## src/include/asc_pkg.sv

```systemverilog
`default_nettype none
package asc_pkg;
  localparam int CLK_PERIOD_NS = 4;
  localparam int ADDR_W = 10;
  localparam int DATA_W = 4;
  // fastest-grade figures, in ns
  localparam int T_READ_ACCESS_NS = 25;
  localparam int T_STROBE_PULSE_NS = 15;
  localparam int T_ADDR_TO_END_NS = 20;
  localparam int T_DATA_SETUP_STROBE_NS = 15;
  localparam int T_DATA_SETUP_SELECT_NS = 10;
  localparam int T_WRITE_CYCLE_NS = 20;
  localparam int T_STROBE_TO_OUTPUT_FLOAT_NS = 15;
  localparam int T_SELECT_TO_FLOAT_NS = 20;
  localparam int T_OUTPUT_REDRIVE_NS = 5;
  function automatic int ceil_cycles(input int ns);
    int c;
    c = (ns + CLK_PERIOD_NS - 1) / CLK_PERIOD_NS;
    return (c < 1) ? 1 : c;
  endfunction : ceil_cycles
  // +2 covers the two-flop sampling of read data
  localparam int READ_CYC = ceil_cycles(T_READ_ACCESS_NS) + 2;
  localparam int FLOAT_CYC = ceil_cycles(T_STROBE_TO_OUTPUT_FLOAT_NS);
  localparam int PULSE_CYC = ceil_cycles(T_ADDR_TO_END_NS);
  localparam int SETUP_STROBE_CYC = ceil_cycles(T_DATA_SETUP_STROBE_NS);
  localparam int SETUP_SELECT_CYC = ceil_cycles(T_DATA_SETUP_SELECT_NS);
  localparam int RECOVER_CYC = ceil_cycles(T_SELECT_TO_FLOAT_NS);
  localparam int CNT_W = 4;
  localparam logic [CNT_W-1:0] CNT_ZERO = 4'h0;
  typedef enum logic [2:0] {
    ASC_IDLE = 3'b000,
    ASC_READ = 3'b001,
    ASC_WFLOAT = 3'b010,
    ASC_WDATA = 3'b011,
    ASC_WEND = 3'b100,
    ASC_RECOVER = 3'b101
  } asc_state_t;
endpackage : asc_pkg
`default_nettype wire

```

## src/asc_sync.sv

```systemverilog
`timescale 1ns/1ps
`default_nettype none
module asc_sync (
  input wire logic clk,
  input wire logic arst_n,
  input wire logic [asc_pkg::DATA_W-1:0] din,
  output logic [asc_pkg::DATA_W-1:0] dout
);
  logic [asc_pkg::DATA_W-1:0] stage1;
  always_ff @(posedge clk or negedge arst_n) begin
    if (!arst_n) begin
      stage1 <= 4'h0;
      dout <= 4'h0;
    end else begin
      stage1 <= din;
      dout <= stage1;
    end
  end
endmodule : asc_sync
`default_nettype wire

```

## src/asc_host.sv

```systemverilog
`timescale 1ns/1ps
`default_nettype none
// What this block does
// - read holds strobe high, select low
// - write begins when both go low
// - drive data only after output float
// - address changes only while deselected
// - strobe write address and pulse minimums
// - strobe write data setup minimum
// - select write data setup minimum
// - select write address and cycle minimums
module asc_host (
  input wire logic clk,
  input wire logic arst_n,
  input wire logic reqValid,
  output logic reqReady,
  input wire logic reqWrite,
  input wire logic reqSelectEnd,
  input wire logic [asc_pkg::ADDR_W-1:0] reqAddr,
  input wire logic [asc_pkg::DATA_W-1:0] reqData,
  output logic rspValid,
  output logic [asc_pkg::DATA_W-1:0] rspData,
  output logic [asc_pkg::ADDR_W-1:0] wordAddress,
  output logic selectN,
  output logic strobeN,
  output logic [asc_pkg::DATA_W-1:0] dataOut,
  output logic dataOe,
  input wire logic [asc_pkg::DATA_W-1:0] dataIn
);
  asc_pkg::asc_state_t state;
  logic [asc_pkg::CNT_W-1:0] cnt;
  logic selEnd;
  logic [asc_pkg::DATA_W-1:0] dataSync;
  logic take;
  logic cntDone;
  logic rdLast;

  asc_sync u_sync (
    .clk(clk),
    .arst_n(arst_n),
    .din(dataIn),
    .dout(dataSync)
  );

  assign reqReady = (state == asc_pkg::ASC_IDLE);
  assign take = reqValid && reqReady;
  assign cntDone = (cnt == asc_pkg::CNT_ZERO);
  assign rdLast = (state == asc_pkg::ASC_READ) && cntDone;

  // a load of n-1 gives n clocks in the phase, so counts round up
  function automatic logic [asc_pkg::CNT_W-1:0] cyc(input int n);
    return asc_pkg::CNT_W'(n - 1);
  endfunction : cyc

  function automatic logic [asc_pkg::CNT_W-1:0] countDown(input logic [asc_pkg::CNT_W-1:0] c);
    return c - 4'h1;
  endfunction : countDown

  // phase sequencing
  always_ff @(posedge clk or negedge arst_n) begin
    if (!arst_n) begin
      state <= asc_pkg::ASC_IDLE;
    end else begin
      unique case (state)
        asc_pkg::ASC_IDLE: begin
          if (take && reqWrite) begin
            state <= asc_pkg::ASC_WFLOAT;
          end else if (take) begin
            state <= asc_pkg::ASC_READ;
          end
        end
        asc_pkg::ASC_READ: begin
          if (cntDone) begin
            state <= asc_pkg::ASC_RECOVER;
          end
        end
        asc_pkg::ASC_WFLOAT: begin
          if (cntDone) begin
            state <= asc_pkg::ASC_WDATA;
          end
        end
        asc_pkg::ASC_WDATA: begin
          if (cntDone) begin
            state <= asc_pkg::ASC_WEND;
          end
        end
        asc_pkg::ASC_WEND: begin
          state <= asc_pkg::ASC_RECOVER;
        end
        asc_pkg::ASC_RECOVER: begin
          // memory may drive up to float time after deselect
          if (cntDone) begin
            state <= asc_pkg::ASC_IDLE;
          end
        end
        default: begin
          state <= asc_pkg::ASC_IDLE;
        end
      endcase
    end
  end

  // one down-counter times every phase except ASC_IDLE and the one-clock ASC_WEND
  always_ff @(posedge clk or negedge arst_n) begin
    if (!arst_n) begin
      cnt <= asc_pkg::CNT_ZERO;
    end else begin
      unique case (state)
        asc_pkg::ASC_IDLE: begin
          if (take && reqWrite) begin
            cnt <= cyc(asc_pkg::FLOAT_CYC);
          end else if (take) begin
            cnt <= cyc(asc_pkg::READ_CYC);
          end
        end
        asc_pkg::ASC_READ: begin
          cnt <= cntDone ? cyc(asc_pkg::RECOVER_CYC) : countDown(cnt);
        end
        asc_pkg::ASC_WFLOAT: begin
          // longer of pulse/address window and data setup
          cnt <= cntDone ? cyc(asc_pkg::PULSE_CYC) : countDown(cnt);
        end
        asc_pkg::ASC_WDATA, asc_pkg::ASC_RECOVER: begin
          if (!cntDone) begin
            cnt <= countDown(cnt);
          end
        end
        asc_pkg::ASC_WEND: begin
          cnt <= cyc(asc_pkg::RECOVER_CYC);
        end
        default: begin
          cnt <= asc_pkg::CNT_ZERO;
        end
      endcase
    end
  end

  // address moves only while deselected
  always_ff @(posedge clk or negedge arst_n) begin
    if (!arst_n) begin
      wordAddress <= 10'h000;
      dataOut <= 4'h0;
      selEnd <= 1'b0;
    end else if (take) begin
      wordAddress <= reqAddr;
      dataOut <= reqData;
      selEnd <= reqSelectEnd;
    end
  end

  // select: low from take to the end of each transfer
  always_ff @(posedge clk or negedge arst_n) begin
    if (!arst_n) begin
      selectN <= 1'b1;
    end else begin
      unique case (state)
        asc_pkg::ASC_IDLE: begin
          if (take) begin
            selectN <= 1'b0;
          end
        end
        asc_pkg::ASC_READ: begin
          if (cntDone) begin
            selectN <= 1'b1;
          end
        end
        asc_pkg::ASC_WDATA: begin
          if (cntDone && selEnd) begin
            selectN <= 1'b1;
          end
        end
        asc_pkg::ASC_WFLOAT, asc_pkg::ASC_RECOVER: begin
          selectN <= selectN;
        end
        asc_pkg::ASC_WEND: begin
          selectN <= 1'b1;
        end
        default: begin
          selectN <= 1'b1;
        end
      endcase
    end
  end

  // strobe with select: no output glitch to float
  always_ff @(posedge clk or negedge arst_n) begin
    if (!arst_n) begin
      strobeN <= 1'b1;
    end else begin
      unique case (state)
        asc_pkg::ASC_IDLE: begin
          if (take && reqWrite) begin
            strobeN <= 1'b0;
          end else if (take) begin
            strobeN <= 1'b1;
          end
        end
        asc_pkg::ASC_WDATA: begin
          if (cntDone && !selEnd) begin
            strobeN <= 1'b1;
          end
        end
        asc_pkg::ASC_READ, asc_pkg::ASC_WFLOAT, asc_pkg::ASC_RECOVER: begin
          strobeN <= strobeN;
        end
        asc_pkg::ASC_WEND: begin
          strobeN <= 1'b1;
        end
        default: begin
          strobeN <= 1'b1;
        end
      endcase
    end
  end

  // bus driven only once the memory has let go of it
  always_ff @(posedge clk or negedge arst_n) begin
    if (!arst_n) begin
      dataOe <= 1'b0;
    end else begin
      unique case (state)
        asc_pkg::ASC_WFLOAT: begin
          if (cntDone) begin
            dataOe <= 1'b1;
          end
        end
        asc_pkg::ASC_WEND: begin
          // zero hold allowed; drop data a clock after the write ends, on the edge that raises the other control
          dataOe <= 1'b0;
        end
        asc_pkg::ASC_IDLE, asc_pkg::ASC_READ, asc_pkg::ASC_WDATA, asc_pkg::ASC_RECOVER: begin
          dataOe <= dataOe;
        end
        default: begin
          dataOe <= 1'b0;
        end
      endcase
    end
  end

  // sampled at end of access window, through synchroniser
  always_ff @(posedge clk or negedge arst_n) begin
    if (!arst_n) begin
      rspValid <= 1'b0;
      rspData <= 4'h0;
    end else begin
      rspValid <= rdLast;
      if (rdLast) begin
        rspData <= dataSync;
      end
    end
  end
endmodule : asc_host
`default_nettype wire

```

## config.mk

```make
export PLATFORM = sky130hd
export DESIGN_NAME = asc_host
export DESIGN_NICKNAME = d
export VERILOG_FILES = /design/src/include/asc_pkg.sv /design/src/asc_sync.sv /design/src/asc_host.sv
export SDC_FILE = /design/constraint.sdc
export NUM_CORES = 1
export LEC_CHECK = 0
export BUFFER_PORTS_ARGS = -buffer_cell sky130_fd_sc_hd__buf_2
export CORE_MARGIN = 3
export CORE_UTILIZATION = 41
export CTS_CLUSTER_SIZE = 12
export DETAILED_ROUTE_END_ITERATION = 8
export GPL_TIMING_DRIVEN = 0
export PLACE_DENSITY_LB_ADDON = 0.25
export SLEW_MARGIN = 20
export SYNTH_ARGS = -nofsm -noshare
export SYNTH_HDL_FRONTEND = slang
export SYNTH_SLANG_ARGS = --single-unit
```

## constraint.sdc

```tcl
create_clock -name clk -period 1.61 [get_ports clk]
set_input_delay 0.322 -clock clk [delete_from_list [all_inputs] [get_ports clk]]
set_output_delay 0.322 -clock clk [all_outputs]
set_load 0.1 [all_outputs]
```

== Yosys cells after proc, flatten, opt, wreduce, memory -nomap -nowiden ==
Cells that the tools add are included.
Operators by class
  $lt $le $gt $ge: 0
  shifts and indexed selects: 0
  equality and inequality tests: 14
  multiply operators: 0
  $add $sub $neg: 1
  bitwise gates (word level): 3
  reductions and logical operators: 18
  div/mod/pow operators: 0
  muxes and demuxes: 21
Operator list (number)
  $mux 3: 6
  $pmux 3 s6: 1
  $mux 4: 4
  $pmux 4 s4: 1
  $ne 2x2->1 const B: 7
  $eq 3x2->1 const B: 2
  $eq 3x3->1 const B: 2
  $mux 1: 6
  $reduce_or 2->1: 3
  $logic_and 1x1->1: 5
  $reduce_and 5->1: 1
  $logic_not 4->1: 1
  $pmux 1 s4: 1
  $reduce_and 2->1: 2
  $reduce_and 4->1: 1
  $reduce_or 4->1: 1
  $sub 4x1->4 const B: 1
  $eq 3x1->1 const B: 1
  $logic_not 3->1: 1
  $ne 3x1->1 const B: 1
  $not 1->1: 3
  $pmux 1 s3: 1
  $reduce_and 3->1: 1
  $reduce_or 3->1: 1
  other kinds (3): 3
Word-level totals
  bits in read-only memories: 0
  input bits: 23
  output and inout bits: 23
  memories: 0
  RAM bits: 0
  latch bits: 0
  logic and storage cells: 69
  bits in registers: 38

== Logic depth before layout (Yosys ltp) ==
Gate-level depths: netlist of run 1.
  word-level depth: 5
  depth in mapped cells: 6
  mapped depth without buffers: 6

== Hierarchy ==
From an unflattened synthesis of run 1, not the netlist that was laid out.
Unflattened totals
  cells, all modules: 127
  area total of the unflattened synthesis: 1629.1 sq um
Modules (own cells, without submodules)
  asc_host: sequential area each 753.2 sq um, instances 1, cells each 119, area an instance 1428.9 sq um
  asc_sync: sequential area each 200.2 sq um, instances 1, cells each 8, area an instance 200.2 sq um

== Worst setup path before layout of run 1 ==
OpenSTA, ideal clock, no wires.
  kind: reg-to-reg
  start point: register state[0]
  end point: register dataOut[3] (netlist name)
  clock period less this slack: 2.042 ns
  path buffers: 2
  library setup time: 0.126 ns
  slack: -0.432 ns
  required time: 1.484 ns
  arrival: 1.915 ns
  stages on the path, launching flop included: 7
  cells stage by stage: dfrtp_1 > or3_4 > inv_2 > and2_4 > buf_6 > buf_12 > mux2_4
Between the ends
  longest elaborated chain between the ends: 2
Ends and longest elaborated chain
  start: declaration: line asc_host.sv:30  | asc_pkg::asc_state_t state;
  start signal: assignment: line asc_host.sv:62  | state <= asc_pkg::ASC_IDLE;
  start signal: assignment: line asc_host.sv:67  | state <= asc_pkg::ASC_WFLOAT;
  start signal: assignment: line asc_host.sv:69  | state <= asc_pkg::ASC_READ;
  $logic_not 3->1: line asc_host.sv:45  | assign reqReady = (state == asc_pkg::ASC_IDLE);
  net reqReady: line asc_host.sv:16  | output logic reqReady,
  $logic_and 1x1->1: line asc_host.sv:46  | assign take = reqValid && reqReady;
  end signal: assignment: line asc_host.sv:146  | dataOut <= reqData;
  end: declaration: line asc_host.sv:26  | output logic [asc_pkg::DATA_W-1:0] dataOut,
The timed path passes the listed nets, and every way through them passes these cells.
A chain may end at the register's enable or synchronous reset.

== Worst setup path in the final report of run 1 ==
  start point: register state[1]
  end point: output port reqReady
Between the ends
  longest elaborated chain between the ends: 1
Ends and longest elaborated chain (line)
  $logic_not 3->1: asc_host.sv:45
  end: declaration: asc_host.sv:16
Every way passes these cells.

==> results of run 1 <==
## per-stage QoR
stage | utilization, % | setup slack [ns] | instances
final | 61.2 | -0.0802 | 238
after global routing | 61.2 | -0.114 | 238
after CTS | 58.5 | -0.0711 | 234
after detailed placement | 51.7 | -0.250 | 219
after global placement | 51.7 | -0.210 | 219
after floorplan | - | -0.181 | 127
## routing by layer
metal	wire [um]	track usage (%)	share of wire, %
met5	0	0	0
met4	40	5.11	1.1
met3	295	5.07	8.0
met2	1770	24.8	48
met1	1590	19.3	43
## worst min path at each step
stage	from	endpoint	slack, ns	cells after the start
after floorplan	arst_n	cnt[0]	0.03	0
after global placement	u_sync.stage1[3]	u_sync.dout[3]	0.33	0
after detailed placement	u_sync.stage1[0]	u_sync.dout[0]	0.34	0
after CTS	dataIn[3]	u_sync.stage1[3]	0.13	1
after global routing	dataIn[3]	u_sync.stage1[3]	0.13	1
final	arst_n	u_sync.stage1[3]	0.13	1
## cells by family after synthesis
logic type	after synthesis
XOR/XNOR	1
adder cells (fa/ha/maj)	1
AND/OR/NAND/NOR	27
flip-flops	38
AO/OA/AOI/OAI	28
buffers and inverters	12
multiplexers	20
## flip-flops by register name, summed over array words and instances, names as in the netlist
signal         flops
wordAddress       10
selectN            1
strobeN            1
state              3
u_sync.dout        4
rspData            4
rspValid           1
dataOe             1
u_sync.stage1      4
dataOut            4
cnt                4
selEnd             1
## area by class of cell
| class | instances | area share (%) |
|---|---|---|
| plain buffers | 5 | 1.88 |
| clock buffers | 7 | 3.71 |
| clock inverters | 1 | 0.215 |
| inverters | 6 | 1.51 |
| multi-input cells | 77 | 33.3 |
| flip-flops and latches | 38 | 41.1 |
| well taps | 48 | 2.58 |
| repair buffers | 56 | 15.7 |
## placed cells by master, fill, tap and decap left out, types with 3 or more instances in the layout
cell type / synthesis / routed
buf_2: 0 / 43
dfrtp_1: 36 / 35
mux2_4: 9 / 17
buf_4: 2 / 11
clkbuf_8: 0 / 6
nor2_1: 7 / 5
a21oi_1: 6 / 5
inv_1: 5 / 4
o21ai_1: 0 / 4
buf_12: 1 / 3
nand2_1: 3 / 3
o22ai_1: 3 / 3
## worst max-delay path: stages (launching register included)
cell	delay, ns
dfrtp_1	0.40
or3_4	0.45
inv_12	0.07
buf_12	0.16
## timing repair
item | in CTS | in global routing
gates resized for setup | 21 | 17
endpoints found under the setup margin | 25 | 26
gates cloned | 1 | 0
hold buffers | 0 | 0
setup buffers | 7 | 5
pin swaps | 1 | 8
==> impl_metrics.env, run 1 <==
export IMPL_status="complete, but fails checks"
export IMPL_violations="setup timing"
export IMPL_die_area_um2=4870
export IMPL_synth_edf_count=0
export IMPL_hold_ws_ns=0.132
export IMPL_antenna_found_initial=0
export IMPL_antenna_cells=0
export IMPL_worst_pin_slew_ns=0.819
export IMPL_drt_initial_drc_count=81
export IMPL_synth_common_cells="36 x dfrtp_1, 10 x mux2_2, 9 x mux2_4"
export IMPL_fmax_ghz=0.592
export IMPL_yosys_warnings=0
export IMPL_yosysTopAreaCell="dfrtp_1"
export IMPL_die_y_um=69.8
export IMPL_die_w_um=69.8
export IMPL_synth_most_common_cell="dfrtp_1"
export IMPL_viasPerCell=5.27
export IMPL_yosys_top_cells_area="dfrtp_1 54%, mux2_4 8.1%, mux2_2 6.7%"
export IMPL_grt_max_degree=39
export IMPL_nFillCells=307
export IMPL_seq_area_frac_synth_pct=57.1
export IMPL_io_buffers=44
export IMPL_finalSetupViolations=16
export IMPL_r2r_end="wordAddress[9]"
export IMPL_critical_path_class="register to output pin"
export IMPL_fin_area_um2=2320
export IMPL_finalClockSkew_ns=0.0104
export IMPL_synth_xor_area_share_pct=0.525
export IMPL_synth_cells=127
export IMPL_gr_total_overflow=0
export IMPL_synth_simple_gate_area_share_pct=9.60
export IMPL_cts_buffers=5
export IMPL_tritoncts="yes"
export IMPL_grt_pass1_wl_um=5970
export IMPL_final_nets=213
export IMPL_wirelength_um=3690
export IMPL_worstPathRequired_ns=1.29
export IMPL_maxSlewViolCount=0
export IMPL_synth_top_family_by_area="multiplexers"
export IMPL_dp_hpwl_um=2360
export IMPL_synth_distinct_cells=40
export IMPL_area_growth_pct=39.3
export IMPL_cts_max_path_buffers=2
export IMPL_cts_sinks=38
export IMPL_syn_nets=151
export IMPL_synth_compound_area_share_pct=12.0
export IMPL_min_path_type="input pin to async pin"
export IMPL_reg2reg_from="state[1]"
export IMPL_hold_violations=0
export IMPL_crit_arrival_ns=1.37
export IMPL_wl_per_cell_um=15.5
export IMPL_cp_start_kind="register"
export IMPL_synthMuxAreaShare_pct=15.4
export IMPL_synth_flop_cell="dfrtp_1"
export IMPL_setup_slack_ns=-0.0802
export IMPL_cp_startpoint="state[1]"
export IMPL_num_rows=22
export IMPL_rr_worst_depth=5
export IMPL_syn_area_per_cell_um2=13.1
export IMPL_async_flop_share_pct=100
export IMPL_num_vias=1255
export IMPL_ys_ff_latch=38
export IMPL_ff_latch_area_um2=955
export IMPL_fin_crit_sh_pct=105
export IMPL_fin_tns_setup_ns=-0.967
export IMPL_multi_input_area_um2=774
export IMPL_crit_fanout=2
export IMPL_rrSetupSlack_ns=-0.08
export IMPL_pin_count=46
export IMPL_critPathCaptureType="output pin"
export IMPL_relSlewSlack_pct=45.4
export IMPL_h_tree_depth=2
export IMPL_drive_above_1_share_pct=57.4
export IMPL_start_util_pct=43.9
export IMPL_clk_pin_slew_worst_paths_ns=0.08
export IMPL_drtPass1Iterations=4
export IMPL_clock_latency_ns=0.29
export IMPL_synthAdderAreaFrac_pct=0.750
export IMPL_min_period_ns=1.69
export IMPL_drc=0
export IMPL_maxCapViolations=0
export IMPL_cts_root_buf="clkbuf_8"
export IMPL_synth_area_um2=1670
export IMPL_grt_pass1_vias=1259
export IMPL_grt_setup_unrepaired="yes"
export IMPL_core_area_um2=3800
export IMPL_grtUsageTotal_pct=15.3
export IMPL_drtAntennaViolNets=0
export IMPL_synth_top_area_share_pct=54.0
export IMPL_setup_worst_path_end="reqReady"
export IMPL_gp_congestion=0.851
export IMPL_placed_cell_area_um2=1960
Power of run 1 is left out: the tool's default activity adds up to more than one toggle a clock period on the data nets, which glitch-free logic cannot reach.
==> run 2, diff against run 1 <==
==> constraint.sdc (replaced) <==
create_clock -name clk -period 1.61 [get_ports clk]
set_input_delay 0.322 -clock clk [delete_from_list [all_inputs] [get_ports clk]]
set_output_delay 0.322 -clock clk [all_outputs]
set_load 0.005 [all_outputs]
==> run 2 against run 1 <==
Effect of this change: utilization shrank 2.6 points; critical path depth grew 2; sequential cell count is the same; clock skew grew 0.0022 ns; sequential share of layout area grew 1.8 points; cell count grew 0.42%; fmax shrank 1.1%; the flow still finishes with violations (setup timing); non-clock buffer count grew 1; count of clock-buffer cells in the layout shrank 1; critical endpoint is now wordAddress[0]; cell area shrank 4.3%.
==> impl_metrics.env, run 2 (same netlist as run 1, synthesis figures left out) <==
export IMPL_finalSetupViolations=17
export IMPL_path_buf_inv=2
export IMPL_drive_above_1_share_pct=53.9
export IMPL_crit_path_top_delay_cell="dfrtp_1"
export IMPL_grtUsageTotal_pct=16.0
export IMPL_io_buffers=44
export IMPL_nFillCells=318
export IMPL_drtPass1Iterations=4
export IMPL_clk_pin_slew_worst_paths_ns=0.08
export IMPL_cts_buffers=5
export IMPL_wl_per_cell_um=15.6
export IMPL_crit_arrival_ns=1.88
export IMPL_cp_start_kind="register"
export IMPL_largest_register="wordAddress"
export IMPL_relSlewSlack_pct=46.2
export IMPL_finalClockSkew_ns=0.0126
export IMPL_die_y_um=69.8
export IMPL_p_total_w=0.00428
export IMPL_setup_slack_ns=-0.0982
export IMPL_crit_family="simple AND/OR/NAND/NOR gates"
export IMPL_num_rows=22
export IMPL_num_vias=1256
export IMPL_max_stage_delay_ns=0.41
export IMPL_worst_pin_slew_ns=0.806
export IMPL_critical_path_class="register to register"
export IMPL_final_common_cell="buf_2"
export IMPL_grt_max_degree=39
export IMPL_h_tree_depth=2
export IMPL_clock_latency_ns=0.29
export IMPL_die_area_um2=4870
export IMPL_drt_initial_drc_count=88
export IMPL_tritoncts="yes"
export IMPL_grt_setup_unrepaired="yes"
export IMPL_pre_cts_ws_ns=-0.265
export IMPL_min_path_type="input pin to async pin"
export IMPL_violations="setup timing"
export IMPL_wirelength_um=3720
export IMPL_fmax_ghz=0.585
export IMPL_hold_violations=0
export IMPL_peakVddDrop_mv=0.776
export IMPL_antenna_found_initial=0
export IMPL_worstPathRequired_ns=1.78
export IMPL_power_density_nw_per_um2=1920
export IMPL_drtAntennaViolNets=0
export IMPL_maxSlewViolCount=0
export IMPL_pin_count=46
export IMPL_die_w_um=69.8
export IMPL_placed_cell_area_um2=1950
export IMPL_power_leakage_nw=1.06
export IMPL_fin_util_pct=58.6
export IMPL_cts_sinks=38
export IMPL_final_cell_mix="44 x buf_2, 36 x dfrtp_1, 14 x buf_4"
export IMPL_rrSetupSlack_ns=-0.1
export IMPL_critPathCaptureType="register"
export IMPL_min_period_ns=1.71
export IMPL_fin_area_um2=2220
export IMPL_fin_crit_sh_pct=106
export IMPL_antenna_cells=0
export IMPL_grt_pass1_wl_um=6160
export IMPL_gr_total_overflow=0
export IMPL_final_nets=214
export IMPL_gp_congestion=0.810
export IMPL_cts_max_path_buffers=2
export IMPL_fin_tns_setup_ns=-1.01
export IMPL_viasPerCell=5.26
export IMPL_maxCapViolations=0
export IMPL_dp_hpwl_um=2420
export IMPL_drc=0
export IMPL_grt_pass1_vias=1280
export IMPL_status="complete, but fails checks"
export IMPL_core_area_um2=3800
export IMPL_crit_fanout=5
export IMPL_cts_root_buf="clkbuf_8"
export IMPL_path_cells="or3_4 -> inv_2 -> and2_4 -> bufbuf_16 -> mux2_4"
export IMPL_start_util_pct=43.9
export IMPL_area_growth_pct=33.3
export IMPL_largest_register_ffs=10
==> run 2: what timing repair did <==
item / CTS / global route
gates cloned: 1 / 0
endpoints found under the hold margin: 0 / 0
pin swaps: 1 / 1
resized for setup: 7 / 6
buffers inserted: 8 / 4
endpoints found under the setup margin: 24 / 25
hold buffers: 0 / 0
==> run 2: per-layer routing <==
layer	vias up	global-route usage, %	part of all wire (%)
li1	584	-	-
met1	619	19.4	41
met2	48	26.0	51
met3	5	5.51	7.5
met4	0	6.38	0.56
met5	-	0	0
==> run 2: through the flow <==
| step | std cells | hold slack (ns) |
|---|---|---|
| floorplan | 127 | 0.0264 |
| global placement | 219 | 0.331 |
| detailed placement | 219 | 0.336 |
| CTS | 235 | 0.130 |
| global route | 239 | 0.129 |
| finish | 239 | 0.120 |
==> run 2: final timing paths <==
check	from	end	depth (start not counted)
hold reg to reg	u_sync.stage1[3]	u_sync.dout[3]	0
setup / recovery	state[2]	wordAddress[0]	5
hold / removal	arst_n	state[1]	1
setup reg to reg	state[2]	wordAddress[0]	5
min in group clk	dataIn[3]	u_sync.stage1[3]	1
max in group asynchronous	arst_n	cnt[0]	1
==> run 2: cell type report <==
class	count	area (um^2)	area share, %
Buffer	5	42.5	1.91
Clock buffer	6	72.6	3.26
Clock inverter	2	10.0	0.450
Inverter	6	22.5	1.01
Multi-Input combinational cell	77	721	32.4
Sequential cell	38	953	42.9
Tap cell	48	60.1	2.70
Timing Repair Buffer	57	343	15.4
==> run 2: report_power, final <==
part / switching [W] / internal [W]
Sequential: 0.000229 / 0.00134
Clock: 0.000322 / 0.000300
Combinational: 0.000924 / 0.00116
Total: 0.00148 / 0.00280
Note: power is estimated with default switching activity, not from simulation.
